[config.mk]
export PLATFORM = sky130hd
export DESIGN_NAME = dual_motor_ctrl
export DESIGN_NICKNAME = d
export VERILOG_FILES = /design/src/core/motor_ctrl_pkg.sv /design/src/core/dual_motor_ctrl.sv
export SDC_FILE = /design/constraint.sdc
export NUM_CORES = 1
export LEC_CHECK = 0
export BUFFER_PORTS_ARGS = -buffer_cell sky130_fd_sc_hd__buf_2
export CAP_MARGIN = 20
export CORE_UTILIZATION = 55
export CTS_CLUSTER_DIAMETER = 80
export CTS_CLUSTER_SIZE = 25
export DETAILED_ROUTE_END_ITERATION = 8
export HOLD_SLACK_MARGIN = 0.02
export PLACE_DENSITY = 0.76
export SKIP_CTS_REPAIR_TIMING = 1
export SLEW_MARGIN = 20
export SYNTH_ARGS = -nofsm -noshare
export SYNTH_HDL_FRONTEND = slang
export SYNTH_SLANG_ARGS = --single-unit
export TNS_END_PERCENT = 50
[constraint.sdc]
create_clock -name mclk -period 11.02 [get_ports mclk]
set_clock_uncertainty 0.15 [all_clocks]
set_input_delay 0.551 -clock mclk [delete_from_list [all_inputs] [get_ports mclk]]
set_output_delay 0.551 -clock mclk [all_outputs]
set_load 0.01 [all_outputs]
[src/core/motor_ctrl_pkg.sv]
// shared constants, encodings and carriers for the dual motor control block
package motor_ctrl_pkg;

  // ****************************************************************
  // timing
  // ****************************************************************
  localparam int CLK_PERIOD_NS     = 100;
  localparam int WAKE_TIME_NS      = 1000000;   // 1 ms
  localparam int WAKE_CYCLES_DEF   = WAKE_TIME_NS / CLK_PERIOD_NS;
  localparam int DEAD_TIME_NS      = 200;
  localparam int ANALOG_BLANK_NS   = 300;
  localparam int DEAD_CYC_I        =
    (DEAD_TIME_NS + CLK_PERIOD_NS - 1) / CLK_PERIOD_NS;
  localparam int ANALOG_BLANK_I    =
    (ANALOG_BLANK_NS + CLK_PERIOD_NS - 1) / CLK_PERIOD_NS;
  localparam int WAKE_W            = 16;
  localparam int DEAD_W            = 2;
  localparam int BLANK_W           = 3;
  localparam logic [DEAD_W-1:0]  DEAD_CYCLES   = DEAD_W'(DEAD_CYC_I);
  localparam logic [BLANK_W-1:0] ANALOG_BLANK  = BLANK_W'(ANALOG_BLANK_I);
  localparam logic [BLANK_W-1:0] BLANK_OSC_CYC = 3'h4;
  localparam logic [2:0]         STRAP_LAST    = 3'h5;

  // ****************************************************************
  // electrical angle, 16 positions of 22.5 degrees
  // ****************************************************************
  localparam int             ANGLE_W       = 4;
  localparam logic [3:0]     ANGLE_INIT    = 4'h2;  // 45 degrees
  localparam logic [3:0]     STEP_FULL     = 4'h4;
  localparam logic [3:0]     STEP_HALF     = 4'h2;
  localparam logic [3:0]     STEP_QUARTER  = 4'h1;
  localparam logic [3:0]     QUARTER_TURN  = 4'h4;
  localparam logic [1:0]     RES_FIXED     = 2'h0;
  localparam logic [1:0]     RES_HALF      = 2'h1;
  localparam logic [1:0]     RES_FULL      = 2'h2;

  // ****************************************************************
  // synchronised input vector layout
  // ****************************************************************
  localparam int PAIR_BITS = 7;
  localparam int IDX_STEP  = 0;
  localparam int IDX_EN    = 1;
  localparam int IDX_DIR   = 2;
  localparam int IDX_HI    = 3;
  localparam int IDX_LO    = 4;
  localparam int IDX_BLK   = 5;
  localparam int IDX_LIM   = 6;
  localparam int IDX_SLEEP = 14;
  localparam int IDX_TSD   = 15;
  localparam int IDX_ISD   = 16;
  localparam int IDX_OSC   = 17;
  localparam int IDX_DRIVE_MODE_SEL0 = 18;
  localparam int IN_W      = 19;

  // ****************************************************************
  // register map, byte addresses
  // ****************************************************************
  localparam int          ADDR_W       = 4;
  localparam logic [3:0]  REG_CTRL     = 4'h0;
  localparam logic [3:0]  REG_STATUS   = 4'h4;
  localparam logic [3:0]  REG_STEPS    = 4'h8;
  localparam logic [1:0]  CTRL_RESET   = 2'h3;

  typedef enum logic [1:0] {
    CMD_OFF   = 2'b00,
    CMD_FWD   = 2'b01,
    CMD_REV   = 2'b10,
    CMD_BRAKE = 2'b11
  } bridge_cmd_e;

  typedef enum logic [1:0] {
    DECAY_NONE   = 2'b00,
    DECAY_MIX_HI = 2'b01,   // 37.5 percent
    DECAY_MIX_LO = 2'b10    // 12.5 percent
  } decay_e;

  typedef enum logic [1:0] {
    PWR_SLEEP = 2'b00,
    PWR_WAKE  = 2'b01,
    PWR_RUN   = 2'b10
  } pwr_e;

  // one bridge's pin drive
  typedef struct packed {
    logic pos;
    logic neg;
    logic pos_oe;
    logic neg_oe;
  } bridge_out_s;

endpackage

[src/core/dual_motor_ctrl.sv]
// dual h-bridge stepper and brushed dc control logic with avalon registers
//
// The address map and the Avalon-MM interface to the registers were left to the implementer.
`timescale 1ns/1ns
module dual_motor_ctrl
  import motor_ctrl_pkg::*;
#(
  parameter int WAKE_CYCLES = WAKE_CYCLES_DEF
) (
  input  wire logic              mclk,                          // 10 MHz
  input  wire logic              rst,                           // async
  input  wire logic              step_pulse_first_pair,         // step clk
  input  wire logic              step_pulse_second_pair,        // step clk
  input  wire logic              output_enable_first_pair,      // en/brake
  input  wire logic              output_enable_second_pair,     // en/brake
  input  wire logic              direction_first_pair,          // dir
  input  wire logic              direction_second_pair,         // dir
  input  wire logic              resolution_sel_hi_first_pair,  // res/in1
  input  wire logic              resolution_sel_lo_first_pair,  // res
  input  wire logic              resolution_sel_hi_second_pair, // res/in1
  input  wire logic              resolution_sel_lo_second_pair, // res
  input  wire logic              blank_decay_sel_first_pair,    // select
  input  wire logic              blank_decay_sel_second_pair,   // select
  input  wire logic              limit_hit_first_pair,          // comp
  input  wire logic              limit_hit_second_pair,         // comp
  input  wire logic              chopper_oscillator,            // ref osc
  input  wire logic              thermal_shutdown,              // fault
  input  wire logic              overcurrent_detect,            // fault
  input  wire logic              sleep_n,                       // low power
  input  wire logic              drive_mode_sel0,               // strap
  output bridge_out_s [3:0]      bridge_out,                    // pins
  output decay_e      [1:0]      decay_mode,                    // per pair
  output logic                   angle_monitor_first_pair,      // at 45
  output logic                   fault_alert_o,                 // always 0
  output logic                   fault_alert_oe,                // pull low
  input  wire logic [ADDR_W-1:0] address,                       // byte addr
  input  wire logic              read,                          // strobe
  input  wire logic              write,                         // strobe
  input  wire logic [3:0]        byteenable,                    // lanes
  input  wire logic [31:0]       writedata,                     // data
  output logic      [31:0]       readdata,                      // data
  output logic                   waitrequest                    // stall
);

  // ****************************************************************
  // state
  // ****************************************************************
  typedef struct packed {
    logic [IN_W-1:0]                sync1;
    logic [IN_W-1:0]                sync2;
    logic [IN_W-1:0]                sync3;
    logic [IN_W-1:0]                filt;
    logic [IN_W-1:0]                prev;
    pwr_e                           pwr;
    logic [WAKE_W-1:0]              wake_cnt;
    logic [2:0]                     strap_cnt;
    logic                           strap_done;
    logic                           dc_mode;
    logic [1:0][ANGLE_W-1:0]        angle;
    logic [1:0][15:0]               step_cnt;
    logic [1:0]                     gate;
    logic [3:0][1:0]                applied;
    logic [3:0][DEAD_W-1:0]         dead;
    logic [1:0][BLANK_W-1:0]        blank;
    logic [1:0]                     blank_osc;
    logic [1:0][1:0]                decay;
    bridge_out_s [3:0]              outs;
    logic                           mon;
    logic                           alert_oe;
    logic                           ack;
    logic [31:0]                    rdata;
  } state_s;

  localparam state_s STATE_RESET = '{
    pwr:      PWR_SLEEP,
    angle:    {ANGLE_INIT, ANGLE_INIT},
    gate:     CTRL_RESET,
    alert_oe: 1'b1,      // alert reads low while held in reset
    default:  '0
  };

  state_s s_reg;
  state_s s_next;

  // ****************************************************************
  // helpers
  // ****************************************************************
  // sign of the cosine at a 22.5 degree index; zero crossing = off
  function automatic logic [1:0] phase_cmd(input logic [3:0] a);
    logic [1:0] c;
    c = CMD_REV;
    if (a == QUARTER_TURN || a == (4'h0 - QUARTER_TURN))
      c = CMD_OFF;
    else if (a < QUARTER_TURN || a > (4'h0 - QUARTER_TURN))
      c = CMD_FWD;
    return c;
  endfunction

  // swap drive polarity, leave off and brake alone
  function automatic logic [1:0] flip_cmd(input logic [1:0] c);
    logic [1:0] r;
    r = c;
    if (c == CMD_FWD)
      r = CMD_REV;
    else if (c == CMD_REV)
      r = CMD_FWD;
    return r;
  endfunction

  function automatic int pbit(input int p, input int idx);
    return p * PAIR_BITS + idx;
  endfunction

  logic [IN_W-1:0] pins;
  logic            req;

  // pin gathering in the synchroniser's bit order
  assign pins = {drive_mode_sel0, chopper_oscillator, overcurrent_detect,
                 thermal_shutdown, sleep_n,
                 limit_hit_second_pair, blank_decay_sel_second_pair,
                 resolution_sel_lo_second_pair,
                 resolution_sel_hi_second_pair, direction_second_pair,
                 output_enable_second_pair, step_pulse_second_pair,
                 limit_hit_first_pair, blank_decay_sel_first_pair,
                 resolution_sel_lo_first_pair,
                 resolution_sel_hi_first_pair, direction_first_pair,
                 output_enable_first_pair, step_pulse_first_pair};

  assign req = read | write;

  // ****************************************************************
  // next state
  // ****************************************************************
  always_comb begin
    logic            run;
    logic            osc_edge;
    logic            step_evt;
    logic            en;
    logic            dir;
    logic            limit_eff;
    logic [1:0]      res;
    logic [3:0]      inc;
    logic [3:0][1:0] tgt;
    logic [1:0]      dc_cmd;
    s_next    = s_reg;
    run       = 1'b0;
    osc_edge  = 1'b0;
    step_evt  = 1'b0;
    en        = 1'b0;
    dir       = 1'b0;
    limit_eff = 1'b0;
    res       = RES_FIXED;
    inc       = STEP_FULL;
    tgt       = '0;
    dc_cmd    = CMD_OFF;

    // three-stage synchroniser; a level counts once stages 2 and 3 agree
    s_next.sync1 = pins;
    s_next.sync2 = s_reg.sync1;
    s_next.sync3 = s_reg.sync2;
    for (int i = 0; i < IN_W; i++) begin
      if (s_reg.sync2[i] == s_reg.sync3[i])
        s_next.filt[i] = s_reg.sync3[i];
    end
    s_next.prev = s_reg.filt;
    osc_edge = s_reg.filt[IDX_OSC] & ~s_reg.prev[IDX_OSC];

    // mode strap caught once after the chain has settled; not re-read until the next reset
    if (!s_reg.strap_done) begin
      s_next.strap_cnt = s_reg.strap_cnt + 3'h1;
      if (s_reg.strap_cnt == STRAP_LAST) begin
        s_next.strap_done = 1'b1;
        s_next.dc_mode    = ~s_reg.filt[IDX_DRIVE_MODE_SEL0];
      end
    end

    // power sequencing: sleep stops logic, wake waits the resume time
    unique case (s_reg.pwr)
      PWR_SLEEP: begin
        if (s_reg.filt[IDX_SLEEP]) begin
          s_next.pwr      = PWR_WAKE;
          s_next.wake_cnt = '0;
        end
      end
      PWR_WAKE: begin
        if (!s_reg.filt[IDX_SLEEP])
          s_next.pwr = PWR_SLEEP;
        else if (s_reg.wake_cnt == WAKE_W'(WAKE_CYCLES - 1))
          s_next.pwr = PWR_RUN;
        else
          s_next.wake_cnt = s_reg.wake_cnt + 1'b1;
      end
      PWR_RUN: begin
        if (!s_reg.filt[IDX_SLEEP])
          s_next.pwr = PWR_SLEEP;
      end
    endcase
    run = (s_reg.pwr == PWR_RUN) && s_reg.strap_done;

    // per pair: angle, bridge targets, blanking and decay
    for (int p = 0; p < 2; p++) begin
      step_evt = s_reg.filt[pbit(p, IDX_STEP)]
               & ~s_reg.prev[pbit(p, IDX_STEP)];
      en  = s_reg.filt[pbit(p, IDX_EN)] & s_reg.gate[p];
      dir = s_reg.filt[pbit(p, IDX_DIR)];
      res = {s_reg.filt[pbit(p, IDX_HI)], s_reg.filt[pbit(p, IDX_LO)]};
      if (!run || s_reg.dc_mode) begin
        s_next.angle[p] = ANGLE_INIT;
      end else if (res == RES_FIXED) begin
        s_next.angle[p] = ANGLE_INIT;
      end else if (step_evt) begin
        unique case (res)
          RES_HALF: inc = STEP_HALF;
          RES_FULL: inc = STEP_FULL;
          default:  inc = STEP_QUARTER;
        endcase
        // direction taken at the step edge itself
        if (dir)
          s_next.angle[p] = s_reg.angle[p] + inc;
        else
          s_next.angle[p] = s_reg.angle[p] - inc;
        s_next.step_cnt[p] = s_reg.step_cnt[p] + 16'h1;
      end

      if (!run) begin
        tgt[2*p]   = CMD_OFF;
        tgt[2*p+1] = CMD_OFF;
      end else if (s_reg.dc_mode) begin
        // in1 on the hi select, in2 on the lo select, brake on enable
        if (!s_reg.filt[pbit(p, IDX_EN)])
          dc_cmd = CMD_BRAKE;
        else begin
          unique case (res)
            2'h3:    dc_cmd = CMD_BRAKE;
            2'h1:    dc_cmd = CMD_REV;
            2'h2:    dc_cmd = CMD_FWD;
            default: dc_cmd = CMD_OFF;
          endcase
        end
        // software gate off overrides everything
        tgt[2*p]   = s_reg.gate[p] ? dc_cmd : CMD_OFF;
        tgt[2*p+1] = s_reg.gate[p] ? dc_cmd : CMD_OFF;
      end else if (!en) begin
        tgt[2*p]   = CMD_OFF;
        tgt[2*p+1] = CMD_OFF;
      end else begin
        // phase a follows cosine, inverted when dir is low, phase b sine; brake never produced
        tgt[2*p]   = phase_cmd(s_reg.angle[p]);
        tgt[2*p+1] = phase_cmd(s_reg.angle[p] - QUARTER_TURN);
        if (!dir)
          tgt[2*p] = flip_cmd(tgt[2*p]);
      end

      // blanking window: oscillator cycles in dc select, else analog
      limit_eff = s_reg.filt[pbit(p, IDX_LIM)] && (s_reg.blank[p] == '0);
      if (s_reg.blank[p] != '0 && (!s_reg.blank_osc[p] || osc_edge))
        s_next.blank[p] = s_reg.blank[p] - 1'b1;
      if (!run) begin
        s_next.decay[p] = DECAY_NONE;
        s_next.blank[p] = '0;
      end else if (s_reg.dc_mode) begin
        s_next.decay[p] = limit_eff ? DECAY_MIX_HI : DECAY_NONE;
      end else if (!s_reg.filt[pbit(p, IDX_BLK)]) begin
        s_next.decay[p] = DECAY_MIX_HI;
      end else begin
        // falling current is seen as the limit reached after blanking
        s_next.decay[p] = limit_eff ? DECAY_MIX_HI : DECAY_MIX_LO;
      end
    end

    // dead time: any change passes through off for a fixed gap
    for (int b = 0; b < 4; b++) begin
      if (s_reg.dead[b] != '0)
        s_next.dead[b] = s_reg.dead[b] - 1'b1;
      if (tgt[b] != s_reg.applied[b]) begin
        if (s_reg.applied[b] != CMD_OFF) begin
          s_next.applied[b] = CMD_OFF;
          s_next.dead[b]    = DEAD_CYCLES;
        end else if (s_reg.dead[b] == '0) begin
          s_next.applied[b] = tgt[b];
          // a fresh conduction phase opens a blanking window
          if (tgt[b] != CMD_OFF) begin
            if (s_reg.dc_mode && s_reg.filt[pbit(b / 2, IDX_BLK)]) begin
              s_next.blank[b/2]     = BLANK_OSC_CYC;
              s_next.blank_osc[b/2] = 1'b1;
            end else begin
              s_next.blank[b/2]     = ANALOG_BLANK;
              s_next.blank_osc[b/2] = 1'b0;
            end
          end
        end
      end
      s_next.outs[b].pos    = (s_next.applied[b] == CMD_FWD);
      s_next.outs[b].neg    = (s_next.applied[b] == CMD_REV);
      s_next.outs[b].pos_oe = (s_next.applied[b] != CMD_OFF);
      s_next.outs[b].neg_oe = (s_next.applied[b] != CMD_OFF);
    end

    // monitor and alert
    s_next.mon = run && !s_reg.dc_mode && (s_next.angle[0] == ANGLE_INIT);
    s_next.alert_oe = s_reg.filt[IDX_TSD] | s_reg.filt[IDX_ISD];

    // avalon slave: one wait cycle, read data registered at its end, write one cycle later
    s_next.ack = req & ~s_reg.ack;
    if (read && !s_reg.ack) begin
      unique case (address)
        REG_CTRL:   s_next.rdata = {30'h0, s_reg.gate};
        REG_STATUS: s_next.rdata = {12'h0, s_reg.angle[1], s_reg.angle[0],
                                    s_reg.decay[1], s_reg.decay[0],
                                    2'h0, s_reg.filt[IDX_ISD],
                                    s_reg.filt[IDX_TSD], s_reg.alert_oe,
                                    s_reg.dc_mode, s_reg.strap_done,
                                    (s_reg.pwr == PWR_RUN)};
        REG_STEPS:  s_next.rdata = {s_reg.step_cnt[1], s_reg.step_cnt[0]};
        default:    s_next.rdata = 32'h0;
      endcase
    end
    if (write && s_reg.ack && address == REG_CTRL && byteenable[0])
      s_next.gate = writedata[1:0];
  end

  // ****************************************************************
  // registers
  // ****************************************************************
  always_ff @(posedge mclk or posedge rst) begin
    if (rst)
      s_reg <= STATE_RESET;
    else
      s_reg <= s_next;
  end

  // outputs
  assign bridge_out               = s_reg.outs;
  assign decay_mode[0]            = decay_e'(s_reg.decay[0]);
  assign decay_mode[1]            = decay_e'(s_reg.decay[1]);
  assign angle_monitor_first_pair = s_reg.mon;
  assign fault_alert_o            = 1'b0;       // open drain: low or off
  assign fault_alert_oe           = s_reg.alert_oe;
  assign readdata                 = s_reg.rdata;
  assign waitrequest              = req & ~s_reg.ack;

endmodule

=== Yosys cells after proc, flatten, opt, wreduce, memory -nomap -nowiden ===
Cells that the tools add are included.
Widths: inputs -> output; s select.

* Flip-flop bits (word level): 234
* Bits of input ports: 63
* Output and inout port bits: 56
* Word-level logic and storage cells: 361

* Add/sub/neg operators: 16
* $lt $le $gt $ge: 8
* Equality and inequality tests: 61
* Muxes and demuxes: 133
* Bitwise logic cells: 17
* Reduce and logical (&&, ||, !) cells: 64

{| class="wikitable"
|+ Operator list
! operator !! count
|-
| $mux 2 || 61
|-
| $pmux 32 s3 || 1
|-
| $mux 4 || 20
|-
| $mux 3 || 22
|-
| $add 16x1->16 const B || 3
|-
| $reduce_bool 2->1 || 17
|-
| $mux 16 || 2
|-
| $pmux 16 s2 || 1
|-
| $eq 2x2->1 const B || 11
|-
| $eq 4x3->1 const B || 5
|-
| $eq 4x4->1 const B || 5
|-
| $mux 1 || 20
|-
| $eq 1x1->1 || 19
|-
| $eq 2x1->1 const B || 9
|-
| $mux 18 || 1
|-
| $pmux 2 s3 || 3
|-
| $eq 16x14->1 const B || 1
|-
| $gt 4x4->1 const B || 4
|-
| $lt 4x3->1 const B || 4
|-
| $logic_not 2->1 || 7
|-
| $logic_and 1x1->1 || 13
|-
| $pmux 3 s2 || 2
|-
| $logic_or 1x1->1 || 11
|-
| $not 1->1 || 9
|-
| other kinds (20) || 48
|}

=== Logic depth before layout (Yosys ltp) ===
* Word-level depth: 23
* Mapped depth: 11
* Gate-level depth less buffers: 11

=== Worst setup path after synthesis ===
OpenSTA, ideal clock, no wires.

* Kind: reg2reg
* Start point: register s_reg (netlist bit s_next[147])
* End point: register s_reg (netlist bit angle_monitor_first_pair)
* Data arrival time: 2.219 ns
* Required time: 10.750 ns
* Setup slack: 8.531 ns
* Stages on the path, launching flop included: 10
* Path buffers: 0
* Period minus slack after synthesis: 2.489 ns
* Cells stage by stage: dfrtp_1 inv_1 ha_1 nand2_1 o21ai_0 fa_1 xnor2_1 a2111oi_0 nor3_1 o211a_1

{| class="wikitable"
|+ RTL lines
! what !! RTL line !! source
|-
| start, declared || dual_motor_ctrl.sv:82 || <nowiki>state_s s_reg;</nowiki>
|-
| start signal, assigned || dual_motor_ctrl.sv:329 || <nowiki>s_reg <= s_next;</nowiki>
|}

==> results.json <==
{
  "die_h_um": 135.8,
  "first_pass_iters": 5,
  "netlist_area_sq_um": 9839,
  "wl_per_cell_um": 14.67,
  "synth-edff-count": 0,
  "synthAdderAreaFrac": 0.06027,
  "largest_reg_flops": 112,
  "syn_inst": 882,
  "worstSetupPathType": "reg -> reg",
  "synth_nets": 976,
  "slew_headroom": 0.3856,
  "clock_path_buffers": 3,
  "arrival_ns": 3.11,
  "avgSynthCellArea_sq_um": 11.16,
  "rows": 48,
  "track_usage": 0.1907,
  "grt_pass1_wl_mm": 28.28,
  "num_antenna_cells": 0,
  "die_w_um": 135.8,
  "drc": 0,
  "yosysSeqAreaShare": 0.5576,
  "fmax_mhz": 345.0,
  "htree_levels": 1,
  "finalSetupViolCount": 0,
  "powerDensity_nw_per_um2": 148.9,
  "num_vias": 6194,
  "crit_buf_inv": 1,
  "vias_per_cell": 5.395,
  "cp_max_fo": 5,
  "p_leak_uw": 0.005027,
  "cp_top_family": "compound AO/OA/AOI/OAI gates",
  "yosys.cell_count.top_type": "dfrtp_1",
  "start_kind": "flop",
  "dieArea_sq_um": 18430,
  "p_seq_frac": 0.562,
  "finalHoldViolations": 0,
  "clk_pin_slew_worst_paths_ns": 0.09,
  "dp.cells": 1122,
  "synth_flop_cell": "dfrtp_1",
  "grt_pass1_vias": 5855,
  "p_sw_frac": 0.2637,
  "yosysTopAreaCellShare": 0.5443,
  "core_sq_um": 17360,
  "setup_tns_ns": 0,
  "crit_slowest_cell": "a2111oi_0",
  "rsz0062_at_grt": "no",
  "tightest_slew_ns": 0.9216,
  "cp-end-kind": "flop",
  "drive_gt1_frac": 0.1668,
  "fill_cells": 1452,
  "async_reset_ff_frac": 1.000,
  "ys_types": 78,
  "p_comb_frac": 0.123,
  "final_util": 0.6058,
  "switchingPower_uw": 412.9,
  "cts_tree": "done",
  "grt.overflow.total": 0,
  "pwr-share-clk": 0.316,
  "synth_top_family_by_area": "simple AND/OR/NAND/NOR gates",
  "syn_to_final_growth_pct": 6.867,
  "ys_top_cells_by_area": "dfrtp_1 (54%), buf_4 (4.1%), nand2_1 (4.1%), ha_1 (3.7%), xnor2_1 (2.8%)",
  "synth_xor_area_frac": 0.05252,
  "grt_max_degree": 137,
  "drt_iter0_markers": 340,
  "slew_viol_final": 0,
  "ys_warn_count": 0,
  "fin_cells": 1148,
  "wl_mm": 16.84,
  "cts_sinks": 219,
  "path_cells": "inv_1 -> ha_1 -> nand2_1 -> o21ai_0 -> fa_1 -> xnor2_1 -> a2111oi_0 -> nor3_1 -> o211a_1",
  "cp.required_ns": 11.23,
  "synth_commonest_cells": "dfrtp_1 (214), nand2_1 (107), buf_4 (54)",
  "muxShareOfSynthArea": 0.01831,
  "grt_antenna_before_repair": 0,
  "ir_drop_v": 0.0001210,
  "status": "complete, no violations",
  "ys_seq_elements": 219,
  "synth_top_area_cell": "dfrtp_1",
  "io_buffers": 84,
  "p_int_uw": 1153,
  "dpl.hpwl_mm": 11.64,
  "clockRootBuffer": "clkbuf_16",
  "yosys.area_share.simple": 0.1556,
  "total_power_uw": 1566,
  "insertion_delay_ns": 0.48,
  "ant_nets": 0,
  "start_util": 0.5669,
  "io_pins": 119,
  "period_needed_ns": 2.898,
  "nets": 1011,
  "gp_congestion": 0.8068,
  "slowest_delay_ns": 0.64,
  "numCtsBuffers": 13,
  "timing.final.crit_share": 0.2630,
  "cap_violations": 0,
  "hp-class": "in -> reg",
  "synth_compound_area_frac": 0.09308
}
stage by stage:
stage | worst slack [ns] | area [sq um] | hold slack (ns)
2_1_floorplan | 4.335 | 9839 | 0.1812
3_3_place_gp | 8.248 | 10080 | 0.1827
3_5_place_dp | 8.229 | 10080 | 0.1847
4_1_cts | 8.120 | 10460 | 0.01183
5_1_grt | 8.010 | 10520 | 0.02141
6_report | 8.122 | 10520 | 0.03339
cell families (layout without fill, tap and decap cells):
| kind of cell | after synthesis | in the layout |
|---|---|---|
| AO/OA/AOI/OAI | 144 | 144 |
| XOR/XNOR | 59 | 59 |
| buffers and inverters | 100 | 141 |
| other | 1 | 1 |
| multiplexers | 17 | 17 |
| flip-flops | 219 | 219 |
| AND/OR/NAND/NOR | 292 | 292 |
| adder cells (fa/ha/maj) | 50 | 50 |
worst register-to-register path, cell delays in order, from the launching register on:
cell and delay (ns):
dfrtp_1 0.43, inv_1 0.11, ha_1 0.35, nand2_1 0.08, o21ai_0 0.14, fa_1 0.44, xnor2_1 0.13, a2111oi_0 0.64
nor3_1 0.15, o211a_1 0.18
final timing paths:
kind | startpoint | end | slack, ns | depth (start not counted)
worst max-delay path | s_next[147] | angle_monitor_first_pair | 8.12 | 9
worst min-delay path | drive_mode_sel0 | s_next[219] | 0.03 | 1
worst max register to register | s_next[147] | angle_monitor_first_pair | 8.12 | 9
worst min register to register | s_next[204] | s_next[185] | 0.20 | 0
max in group asynchronous | rst | s_next[188] | 9.35 | 3
min in group asynchronous | rst | s_reg[190] | 0.11 | 2
power groups by stage:
stage / Sequential (uW) / Clock [uW] / Combinational [uW]
2_1_floorplan: 883 / 0 / 157
3_3_place_gp: 893 / 0 / 187
3_5_place_dp: 895 / 0 / 193
4_1_cts: 880 / 511 / 194
5_1_grt: 885 / 537 / 221
6_report: 879 / 494 / 192
metal layers:
| metal | vias to the layer above | wire length, um | global-route usage |
|---|---|---|---|
| met5 | - | 0 | 0 |
| met4 | 0 | 342 | 0.05556 |
| met3 | 25 | 747 | 0.02619 |
| met2 | 133 | 7575 | 0.3005 |
| met1 | 3011 | 8178 | 0.2753 |
| li1 | 3025 | - | - |
layout make-up:
cell class / instances / area (sq um) / area share
sequential: 219 / 5487 / 0.5218
multi-input combinational: 563 / 3746 / 0.3563
timing repair buffer: 94 / 511.7 / 0.04867
clock buffer: 17 / 350.3 / 0.03332
tap: 225 / 281.5 / 0.02677
inverter: 26 / 105.1 / 0.009995
clock inverter: 4 / 33.78 / 0.003213
layout by cell type, fill, tap and decap left out, types with 6 or more instances in the layout:
cell / n
a21o_1: 7
a21oi_1: 26
a22oi_1: 16
and3_1: 12
buf_2: 84
clkbuf_16: 13
dfrtp_1: 214
ha_1: 29
inv_1: 25
maj3_1: 19
mux2_2: 7
mux2i_1: 9
nand2_1: 107
nand2b_1: 12
nand3_1: 12
nand4_1: 6
nor2_1: 53
nor2b_1: 16
nor3_1: 16
nor4_1: 7
o21ai_0: 50
o21ai_1: 9
or2_2: 6
xnor2_1: 32
xor2_1: 27
Power figures use the tool's default switching activity.
